--- config.mk ---
export PLATFORM = sky130hd
export DESIGN_NAME = rsrc_ctrl
export DESIGN_NICKNAME = d
export VERILOG_FILES = /design/src/logic/rsrc_pkg.sv /design/src/logic/rsrc_ctrl.sv
export VERILOG_INCLUDE_DIRS = /design/src /design/src/logic
export SDC_FILE = /design/constraint.sdc
export NUM_CORES = 1
export LEC_CHECK = 0
export ABC_CLOCK_PERIOD_IN_PS = 2200
export BUFFER_PORTS_ARGS = -buffer_cell sky130_fd_sc_hd__buf_2
export CORE_AREA = 2 2 105 107
export CTS_CLUSTER_DIAMETER = 30
export DETAILED_ROUTE_END_ITERATION = 16
export DIE_AREA = 0 0 107 109
export REMOVE_ABC_BUFFERS = 1
export SLEW_MARGIN = 20
export SYNTH_ARGS = -nofsm -noshare
export SYNTH_HDL_FRONTEND = slang
export SYNTH_SLANG_ARGS = --single-unit
export TNS_END_PERCENT = 10
--- constraint.sdc ---
create_clock -name clk_i -period 2.2 [get_ports clk_i]
set_clock_uncertainty 0.1 [all_clocks]
set_input_delay 0.66 -clock clk_i [delete_from_list [all_inputs] [get_ports clk_i]]
set_output_delay 0.66 -clock clk_i [all_outputs]
set_load 0.01 [all_outputs]
--- src/logic/rsrc_cfg.svh ---
// timing counts, field positions and vector addresses of the reset and recovery controller
`ifndef RSRC_CFG_SVH
`define RSRC_CFG_SVH
`define RSRC_CLK_HZ 10000000
`define RSRC_OSC_CYC_SHORT 66
`define RSRC_OSC_CYC_XTAL 5000
`define RSRC_PIN_QUAL 4
`define RSRC_ADDR_STATUS 8'h00
`define RSRC_ADDR_CTRL 8'h04
`define RSRC_ADDR_OSC 8'h08
`define RSRC_BIT_POR 7
`define RSRC_BIT_STOP 6
`define RSRC_BIT_WDT 5
`define RSRC_BIT_EXT 4
`define RSRC_BIT_LVD 0
`define RSRC_VECTOR_HI 16'h0002
`define RSRC_VECTOR_LO 16'h0003
`endif

--- src/logic/rsrc_pkg.sv ---
// types of the reset and recovery controller
package rsrc_pkg;
    typedef enum {
        RSRC_RUN,
        RSRC_HOLD,
        RSRC_COUNT,
        RSRC_PINWAIT
    } rsrc_state_t;
    typedef struct packed {
        logic por;
        logic stop;
        logic wdt;
        logic external_reset_flag;
    } rsrc_cause_t;
    typedef struct packed {
        logic xtal_enable;
        logic watchdog_reset_select;
        logic brown_out_in_stop;
    } rsrc_option_t;
endpackage

--- src/logic/rsrc_ctrl.sv ---
// reset and stop mode recovery controller with wishbone status port
`timescale 1ns/1ps
`include "rsrc_cfg.svh"
module rsrc_ctrl
    import rsrc_pkg::*;
(
    input wire logic clk_i,
    input wire logic rst_i,
    input wire logic osc_tick_i,
    input wire logic power_good_i,
    input wire logic brown_out_detect_i,
    input wire logic low_voltage_i,
    input wire logic watchdog_timeout_i,
    input wire logic reset_pin_i,
    output logic reset_pin_o,
    output logic reset_pin_oe_o,
    input wire logic debug_pin_i,
    input wire logic stop_mode_i,
    input wire rsrc_option_t option_i,
    input wire logic [7:0] port_pins_i,
    input wire logic [7:0] recovery_enable_i,
    output logic [7:0] port_input_data_o,
    output logic cpu_reset_o,
    output logic system_reset_o,
    output logic watchdog_irq_o,
    output logic osc_reinit_o,
    output logic [15:0] vector_addr_o,
    input wire logic [7:0] wb_adr_i,
    input wire logic [31:0] wb_dat_i,
    output logic [31:0] wb_dat_o,
    input wire logic wb_we_i,
    input wire logic [3:0] wb_sel_i,
    input wire logic wb_cyc_i,
    input wire logic wb_stb_i,
    output logic wb_ack_o
);
    // --------------------------------------------------------------
    // pin qualifier
    // --------------------------------------------------------------
    logic pin_s1;
    logic pin_s2;
    logic [2:0] low_cnt;
    wire pin_low = !pin_s2;
    wire pin_qualified = (low_cnt == 3'(`RSRC_PIN_QUAL - 1)) && pin_low;
    always_ff @(posedge clk_i) begin
        pin_s1 <= reset_pin_i;
        pin_s2 <= pin_s1;
    end
    always_ff @(posedge clk_i) begin
        if (rst_i || !pin_low) begin
            low_cnt <= 3'h0;
        end else if (low_cnt != 3'(`RSRC_PIN_QUAL)) begin
            low_cnt <= low_cnt + 3'h1;
        end
    end
    // the 2-flop synchroniser adds latency only; a short low never reaches the count
    wire pin_event = pin_low && (low_cnt >= 3'(`RSRC_PIN_QUAL - 1));

    // --------------------------------------------------------------
    // event classification
    // --------------------------------------------------------------
    logic debug_reset_req;
    logic [7:0] pin_prev;
    wire bo_active = brown_out_detect_i && (!stop_mode_i || option_i.brown_out_in_stop);
    wire power_bad = !power_good_i || bo_active;
    wire wdt_sys = watchdog_timeout_i && !stop_mode_i && option_i.watchdog_reset_select;
    wire wdt_smr = watchdog_timeout_i && stop_mode_i;
    wire pin_change = stop_mode_i && |((port_pins_i ^ pin_prev) & recovery_enable_i);
    wire dbg_pin_rst = stop_mode_i && !debug_pin_i;
    wire sys_event = pin_event || wdt_sys || debug_reset_req || dbg_pin_rst;
    wire smr_event = wdt_smr || pin_change;

    // --------------------------------------------------------------
    // sequencer
    // --------------------------------------------------------------
    rsrc_state_t state;
    logic in_smr;
    logic [12:0] osc_cnt;
    wire [12:0] delay_len = option_i.xtal_enable ? 13'(`RSRC_OSC_CYC_XTAL) :
        13'(`RSRC_OSC_CYC_SHORT);
    wire count_done = osc_tick_i && (osc_cnt == delay_len - 13'h1);
    rsrc_cause_t cause;
    logic read_clear;

    always_ff @(posedge clk_i) begin
        if (rst_i) begin
            state <= RSRC_HOLD;
            in_smr <= 1'b0;
            osc_cnt <= 13'h0;
        end else begin
            case (state)
                RSRC_RUN: begin
                    osc_cnt <= 13'h0;
                    if (power_bad) begin
                        state <= RSRC_HOLD;
                        in_smr <= 1'b0;
                    end else if (sys_event) begin
                        state <= RSRC_COUNT;
                        in_smr <= 1'b0;
                    end else if (smr_event) begin
                        state <= RSRC_COUNT;
                        in_smr <= 1'b1;
                    end
                end
                RSRC_HOLD: begin
                    osc_cnt <= 13'h0;
                    if (!power_bad) begin
                        state <= RSRC_COUNT;
                    end
                end
                RSRC_COUNT: begin
                    if (power_bad) begin
                        state <= RSRC_HOLD;
                        in_smr <= 1'b0;
                    end else if (count_done) begin
                        state <= (pin_low && !in_smr) ? RSRC_PINWAIT : RSRC_RUN;
                    end else if (osc_tick_i) begin
                        osc_cnt <= osc_cnt + 13'h1;
                    end
                end
                RSRC_PINWAIT: begin
                    if (power_bad) begin
                        state <= RSRC_HOLD;
                    end else if (!pin_low) begin
                        state <= RSRC_RUN;
                    end
                end
                default: state <= RSRC_HOLD;
            endcase
        end
    end

    wire in_reset = (state != RSRC_RUN);
    wire sys_reset = in_reset && !in_smr;
    assign cpu_reset_o = in_reset;
    assign system_reset_o = sys_reset;
    // open drain: drive low during hold and the system reset count, not during recovery or the pin wait
    assign reset_pin_o = 1'b0;
    assign reset_pin_oe_o = (state == RSRC_HOLD) || (state == RSRC_COUNT && !in_smr);
    assign osc_reinit_o = in_reset;
    assign vector_addr_o = in_reset ? `RSRC_VECTOR_HI : `RSRC_VECTOR_LO;
    assign watchdog_irq_o = watchdog_timeout_i && !option_i.watchdog_reset_select;

    // bus decode needed by the control write, declared ahead of its first use
    wire wb_req = wb_cyc_i && wb_stb_i && !wb_ack_o;
    wire hit_ctrl = (wb_adr_i == `RSRC_ADDR_CTRL);
    wire wb_write_ctrl = wb_req && wb_we_i && hit_ctrl;

    // debug request self-clears once the system reset begins
    always_ff @(posedge clk_i) begin
        if (rst_i || sys_reset) begin
            debug_reset_req <= 1'b0;
        end else if (wb_write_ctrl && wb_sel_i[0]) begin
            debug_reset_req <= wb_dat_i[0];
        end
    end

    // port input data freezes in stop; sampled again only after recovery ends
    always_ff @(posedge clk_i) begin
        if (rst_i) begin
            pin_prev <= 8'h00;
            port_input_data_o <= 8'h00;
        end else begin
            if (!stop_mode_i || state == RSRC_RUN && !stop_mode_i) begin
                pin_prev <= port_pins_i;
            end
            if (!stop_mode_i && !in_reset) begin
                port_input_data_o <= port_pins_i;
            end
        end
    end

    // --------------------------------------------------------------
    // cause flags
    // --------------------------------------------------------------
    logic ev_por;
    logic ev_ext;
    logic ev_wdt;
    logic ev_stop;
    logic ev_pinsmr;
    assign ev_por = (state == RSRC_HOLD) || (state == RSRC_RUN && !power_bad &&
        (debug_reset_req || dbg_pin_rst) && !pin_event);
    assign ev_ext = state == RSRC_RUN && !power_bad && pin_event;
    assign ev_wdt = state == RSRC_RUN && !power_bad && !sys_event && wdt_smr ||
        state == RSRC_RUN && !power_bad && wdt_sys && !pin_event;
    assign ev_stop = state == RSRC_RUN && !power_bad && !sys_event && smr_event;
    assign ev_pinsmr = ev_stop && !wdt_smr;

    always_ff @(posedge clk_i) begin
        if (rst_i) begin
            cause <= '{por: 1'b1, stop: 1'b0, wdt: 1'b0, external_reset_flag: 1'b0};
        end else if (ev_por) begin
            cause <= '{por: 1'b1, stop: 1'b0, wdt: 1'b0, external_reset_flag: 1'b0};
        end else if (ev_ext) begin
            cause <= '{por: 1'b0, stop: 1'b0, wdt: 1'b0, external_reset_flag: 1'b1};
        end else if (ev_wdt) begin
            cause <= '{por: 1'b0, stop: ev_stop, wdt: 1'b1, external_reset_flag: 1'b0};
        end else if (ev_pinsmr) begin
            cause <= '{por: 1'b0, stop: 1'b1, wdt: 1'b0, external_reset_flag: 1'b0};
        end else if (read_clear) begin
            cause <= '{por: 1'b0, stop: 1'b0, wdt: 1'b0, external_reset_flag: 1'b0};
        end
    end

    // --------------------------------------------------------------
    // wishbone slave, one wait state ack
    // --------------------------------------------------------------
    wire hit_status = (wb_adr_i == `RSRC_ADDR_STATUS);
    wire hit_osc = (wb_adr_i == `RSRC_ADDR_OSC);
    wire [31:0] status_word = {24'h0, cause.por, cause.stop, cause.wdt, cause.external_reset_flag, 3'h0,
        low_voltage_i};
    wire [31:0] read_mux = hit_status ? status_word :
        hit_ctrl ? {31'h0, debug_reset_req} :
        hit_osc ? {31'h0, osc_reinit_o} : 32'h0;
    assign read_clear = wb_req && !wb_we_i && hit_status && wb_sel_i[0] && !in_reset;
    always_ff @(posedge clk_i) begin
        if (rst_i) begin
            wb_ack_o <= 1'b0;
            wb_dat_o <= 32'h0;
        end else begin
            wb_ack_o <= wb_req;
            wb_dat_o <= wb_req ? read_mux : 32'h0;
        end
    end

    // --------------------------------------------------------------
    // checks
    // --------------------------------------------------------------
    property p_short_pin_ignored;
        @(posedge clk_i) disable iff (rst_i)
        ev_ext |-> (pin_low && $past(pin_low) && $past(pin_low, 2));
    endproperty
    a_short_pin_ignored: assert property (p_short_pin_ignored) else $error("short pulse reset");
    property p_pin_starts;
        @(posedge clk_i) disable iff (rst_i)
        (state == RSRC_RUN && pin_qualified && !power_bad) |=> (state == RSRC_COUNT && cause.external_reset_flag);
    endproperty
    a_pin_starts: assert property (p_pin_starts) else $error("pin reset not started");
    property p_pinwait;
        @(posedge clk_i) disable iff (rst_i)
        (state == RSRC_PINWAIT && pin_low && !power_bad) |=> cpu_reset_o;
    endproperty
    a_pinwait: assert property (p_pinwait) else $error("left reset with pin low");
    property p_brownout;
        @(posedge clk_i) disable iff (rst_i)
        power_bad |=> (state == RSRC_HOLD && reset_pin_oe_o);
    endproperty
    a_brownout: assert property (p_brownout) else $error("no hold on brown out");
    property p_smr_flag;
        @(posedge clk_i) disable iff (rst_i)
        ev_stop |=> (cause.stop && in_smr && cpu_reset_o && !reset_pin_oe_o);
    endproperty
    a_smr_flag: assert property (p_smr_flag) else $error("recovery flag missing");
    property p_read_clear;
        @(posedge clk_i) disable iff (rst_i)
        (read_clear && !ev_por && !ev_ext && !ev_wdt && !ev_stop) |=> (cause == 4'h0);
    endproperty
    a_read_clear: assert property (p_read_clear) else $error("read did not clear");
    property p_dbg_clear;
        @(posedge clk_i) disable iff (rst_i)
        (debug_reset_req && state == RSRC_COUNT) |=> !debug_reset_req;
    endproperty
    a_dbg_clear: assert property (p_dbg_clear) else $error("debug request stuck");
    property p_wdt_int_only;
        @(posedge clk_i) disable iff (rst_i)
        (state == RSRC_RUN && watchdog_timeout_i && !stop_mode_i &&
            !option_i.watchdog_reset_select && !power_bad && !pin_event &&
            !debug_reset_req) |=> !cpu_reset_o;
    endproperty
    a_wdt_int_only: assert property (p_wdt_int_only) else $error("watchdog reset wrongly");

    // --------------------------------------------------------------
    // independent tick count for the hold length check
    // --------------------------------------------------------------
    // kept apart from osc_cnt so a broken counter cannot vouch for itself
    logic [12:0] tick_seen;
    always_ff @(posedge clk_i) begin
        if (rst_i || state != RSRC_COUNT) begin
            tick_seen <= 13'h0;
        end else if (osc_tick_i) begin
            tick_seen <= tick_seen + 13'h1;
        end
    end

    property p_count_length;
        @(posedge clk_i) disable iff (rst_i)
        (state == RSRC_COUNT && count_done && !power_bad) |->
            (tick_seen == (option_i.xtal_enable ? 13'(`RSRC_OSC_CYC_XTAL - 1) :
            13'(`RSRC_OSC_CYC_SHORT - 1)));
    endproperty
    a_count_length: assert property (p_count_length) else $error("hold length wrong");

    // in stop the pin still gives a full reset, never a recovery
    property p_stop_pin_sys;
        @(posedge clk_i) disable iff (rst_i)
        (state == RSRC_RUN && stop_mode_i && pin_event && !power_bad) |=>
            (state == RSRC_COUNT && system_reset_o);
    endproperty
    a_stop_pin_sys: assert property (p_stop_pin_sys) else $error("stop pin no reset");

    property p_dbg_pin_sys;
        @(posedge clk_i) disable iff (rst_i)
        (state == RSRC_RUN && stop_mode_i && !debug_pin_i && !power_bad) |=>
            (system_reset_o && cause.por);
    endproperty
    a_dbg_pin_sys: assert property (p_dbg_pin_sys) else $error("debug pin no reset");

    property p_wdt_smr;
        @(posedge clk_i) disable iff (rst_i)
        (state == RSRC_RUN && watchdog_timeout_i && stop_mode_i && !power_bad &&
            !sys_event) |=> (cause.wdt && cause.stop && in_smr);
    endproperty
    a_wdt_smr: assert property (p_wdt_smr) else $error("watchdog wake flags");

    // only enabled pins may wake; the compare is written out, not reused
    property p_pin_smr;
        @(posedge clk_i) disable iff (rst_i)
        (state == RSRC_RUN && stop_mode_i && !power_bad && !sys_event &&
            ((port_pins_i ^ pin_prev) & recovery_enable_i) != 8'h00) |=>
            (state == RSRC_COUNT && in_smr);
    endproperty
    a_pin_smr: assert property (p_pin_smr) else $error("pin change no wake");

    property p_frozen;
        @(posedge clk_i) disable iff (rst_i)
        (stop_mode_i || in_reset) |=> $stable(port_input_data_o);
    endproperty
    a_frozen: assert property (p_frozen) else $error("port data moved in stop");

    property p_pinwait_exit;
        @(posedge clk_i) disable iff (rst_i)
        (state == RSRC_PINWAIT && !pin_low && !power_bad) |=> !cpu_reset_o;
    endproperty
    a_pinwait_exit: assert property (p_pinwait_exit) else $error("late pin release");

    // with the option bit clear, brown-out is blind while stopped
    property p_bo_stop;
        @(posedge clk_i) disable iff (rst_i)
        (state == RSRC_RUN && stop_mode_i && !option_i.brown_out_in_stop && power_good_i &&
            !sys_event && !smr_event) |=> !cpu_reset_o;
    endproperty
    a_bo_stop: assert property (p_bo_stop) else $error("brown-out in stop acted");

    property p_por_flag;
        @(posedge clk_i) disable iff (rst_i)
        (state == RSRC_HOLD) |=> cause.por;
    endproperty
    a_por_flag: assert property (p_por_flag) else $error("power-on flag missing");

    property p_ack_once;
        @(posedge clk_i) disable iff (rst_i)
        wb_ack_o |=> !wb_ack_o;
    endproperty
    a_ack_once: assert property (p_ack_once) else $error("ack held two cycles");

    c_pin_reset: cover property (@(posedge clk_i) disable iff (rst_i) ev_ext);
    c_wdt_wake: cover property (@(posedge clk_i) disable iff (rst_i) ev_wdt && ev_stop);
    c_smr: cover property (@(posedge clk_i) disable iff (rst_i) ev_stop);
    c_pinwait: cover property (@(posedge clk_i) disable iff (rst_i) state == RSRC_PINWAIT);
endmodule

==> impl_metrics.env <==
export IMPL_status="complete, no violations"
export IMPL_synth_distinct_cells=42
export IMPL_postLayoutCoreUtil_pct=29.1
export IMPL_fin_area_mm2=0.00309
export IMPL_layout_common_cells="buf_2, dfxtp_1, conb_1, nor2_1"
export IMPL_vdd_ir_drop_max_mv=0.257
export IMPL_path_cells="or2_1, inv_1, nor2_2, buf_2"
export IMPL_rsz0062_at_grt="yes"
export IMPL_post_cts_buffers=0
export IMPL_netlist_area_leader_share_pct=37.3
export IMPL_placed_area_mm2=0.00296
export IMPL_setup_viol=0
export IMPL_ys_seq_area_share_pct=37.3
export IMPL_slowest_delay_ns=0.36
export IMPL_die_x_um=107
export IMPL_synth_area_leaders="dfxtp_1, buf_4, nor2_1"
export IMPL_hold_violations=0
export IMPL_finalCritPeriodShare_pct=94.9
export IMPL_track_usage_pct=10.3
export IMPL_drive_gt1_share_pct=23.7
export IMPL_clk_path_buf_depth=2
export IMPL_viasPerCell=4.28
export IMPL_dp_hpwl_um=4690
export IMPL_crit_type="flop to output port"
export IMPL_cap_violations=0
export IMPL_cts_hold_fix_buffers=0
export IMPL_overflow=0
export IMPL_cts_root_buf="clkbuf_8"
export IMPL_netlist_area_mm2=0.00258
export IMPL_grt_pass1_vias=2039
export IMPL_final_max_slew_viol_count=0
export IMPL_die_area_mm2=0.0117
export IMPL_finalCriticalPeriod_ns=2.09
export IMPL_p_leak_nw=1.31
export IMPL_antenna_cells=0
export IMPL_cp_required_ns=1.44
export IMPL_dp_slack_ns=-0.0806
export IMPL_powerDensity_mw_per_mm2=545
export IMPL_ioPinCount=139
export IMPL_ant_nets=0
export IMPL_portBuffers=61
export IMPL_synth_seq_cells=48
export IMPL_clk_pin_slew_ns=0.09
export IMPL_synthCells=317
export IMPL_crit_fanout=6
export IMPL_cp_end_kind="output port"
export IMPL_initial_core_util_pct=24.3
export IMPL_instances_no_fill=529
export IMPL_start_kind="flop"
export IMPL_dp_cells=521
export IMPL_cp_slowest_cell="dfxtp_2"
export IMPL_yosys_warnings=0
export IMPL_drt_iter0_drc=86
export IMPL_fin_ws_ns=0.113
export IMPL_min_path_type="flop to flop"
export IMPL_hold_slack_ns=0.237
export IMPL_fin_nets=468
export IMPL_core_area_mm2=0.0106
export IMPL_crit_arrival_ns=1.33
export IMPL_cts_made_buffers=5
export IMPL_vias=2266
export IMPL_insertion_delay_ns=0.30
export IMPL_grt_first_pass_wirelength_um=9520
export IMPL_grt_max_degree=16
export IMPL_fmax_ghz=0.479
export IMPL_drc=0
export IMPL_cts_sink_count=48
export IMPL_die_h_um=109
export IMPL_routabilityCongestion=0.837
export IMPL_setup_tns_ns=0
export IMPL_synth_largest_area_cell="dfxtp_1"
export IMPL_cts_tree="yes"
export IMPL_final_common_cell="buf_2"
export IMPL_syn_area_per_cell_um2=8.13
export IMPL_fin_total_pwr_mw=1.68
export IMPL_synth_edf_count=0
export IMPL_grt_antenna_before_repair=0
export IMPL_synthArstFlopShare_pct=0
export IMPL_route_detailed_wl_per_inst_um=11.3
export IMPL_finalWirelength_um=5960
export IMPL_ys_flop_type="dfxtp_1"
export IMPL_rows=38
export IMPL_drt_pass1_iterations=4
export IMPL_syn_to_final_growth_pct=19.8
export IMPL_ctsHtreeMaxLevel=2
-- critical path: cells and delay by family (launching register included) --
family | cells | cell delay (ns)
flops | 1 | 0.36
buf+inv | 2 | 0.32
simple gates | 2 | 0.35
-- flip-flops by register name, summed over array words and instances, names as in the netlist, 2 cells and up --
| signal | flops |
|---|---|
| cause | 4 |
| state | 2 |
| port_input_data_o | 8 |
| pin_prev | 8 |
| low_cnt | 3 |
| wb_dat_o | 5 |
| osc_cnt | 13 |
-- logic make-up (layout without fill, tap and decap cells) --
family	Yosys count	count (layout)	synth area share (%)
adders and majority gates	4	4	1.94
DFF	48	48	37.3
muxes	11	11	4.27
and+or+nand+nor	103	103	19.4
xor gates and xnor gates	15	15	5.10
buffers and inverters	70	101	16.6
AOI/OAI and AO/OA	64	64	15.1
other	2	43	0.291
-- report_power, final --
group	switching, mW	total (mW)	internal, mW	leakage, nW
sequential	0.0158	0.904	0.888	0.390
combinational	0.143	0.230	0.0868	0.876
clock	0.293	0.549	0.256	0.0445
-- final timing paths --
check / from / end / slack [ns] / cells past startpoint
worst max-delay path: state[1] / system_reset_o / 0.11 / 4
worst min-delay path: pin_s1 / pin_s2 / 0.24 / 0
worst min register to register: pin_s1 / pin_s2 / 0.24 / 0
worst max register to register: low_cnt[0] / cause[3] / 0.16 / 8
-- synthesized netlist by cell type, types with 7 or more instances --
| cell type | count |
|---|---|
| xnor2_1 | 7 |
| o21ai_0 | 18 |
| a21oi_1 | 24 |
| nand3_1 | 11 |
| dfxtp_1 | 48 |
| or3_1 | 8 |
| mux2i_1 | 11 |
| nand2_1 | 24 |
| xor2_1 | 8 |
| buf_4 | 44 |
| clkbuf_1 | 9 |
| inv_1 | 17 |
| nor3_1 | 7 |
| nor2_1 | 34 |
-- area by class of cell --
type                            count  area [um2]
Sequential cell                    48         963
Tap cell                          140         175
Clock inverter                      1        7.51
Clock buffer                        7        86.3
Multi-Input combinational cell    240        1370
Timing Repair Buffer               76         418
Inverter                           17        63.8
Fill cell                        1133        7520
-- timing repair --
item,in CTS,in global routing
endpoints found under the setup margin,1,5
gates resized for setup,1,7
hold endpoints to repair,0,0
-- metal layers --
| layer | vias to the layer above | GRT usage (%) | wire (um) |
|---|---|---|---|
| met5 | - | 0 | 0 |
| met1 | 1044 | 12.8 | 2710 |
| met3 | 5 | 2.27 | 349 |
| met4 | 0 | 2.50 | 51 |
| met2 | 81 | 18.3 | 2860 |
| li1 | 1136 | - | - |
Power figures use the tool's default switching activity.
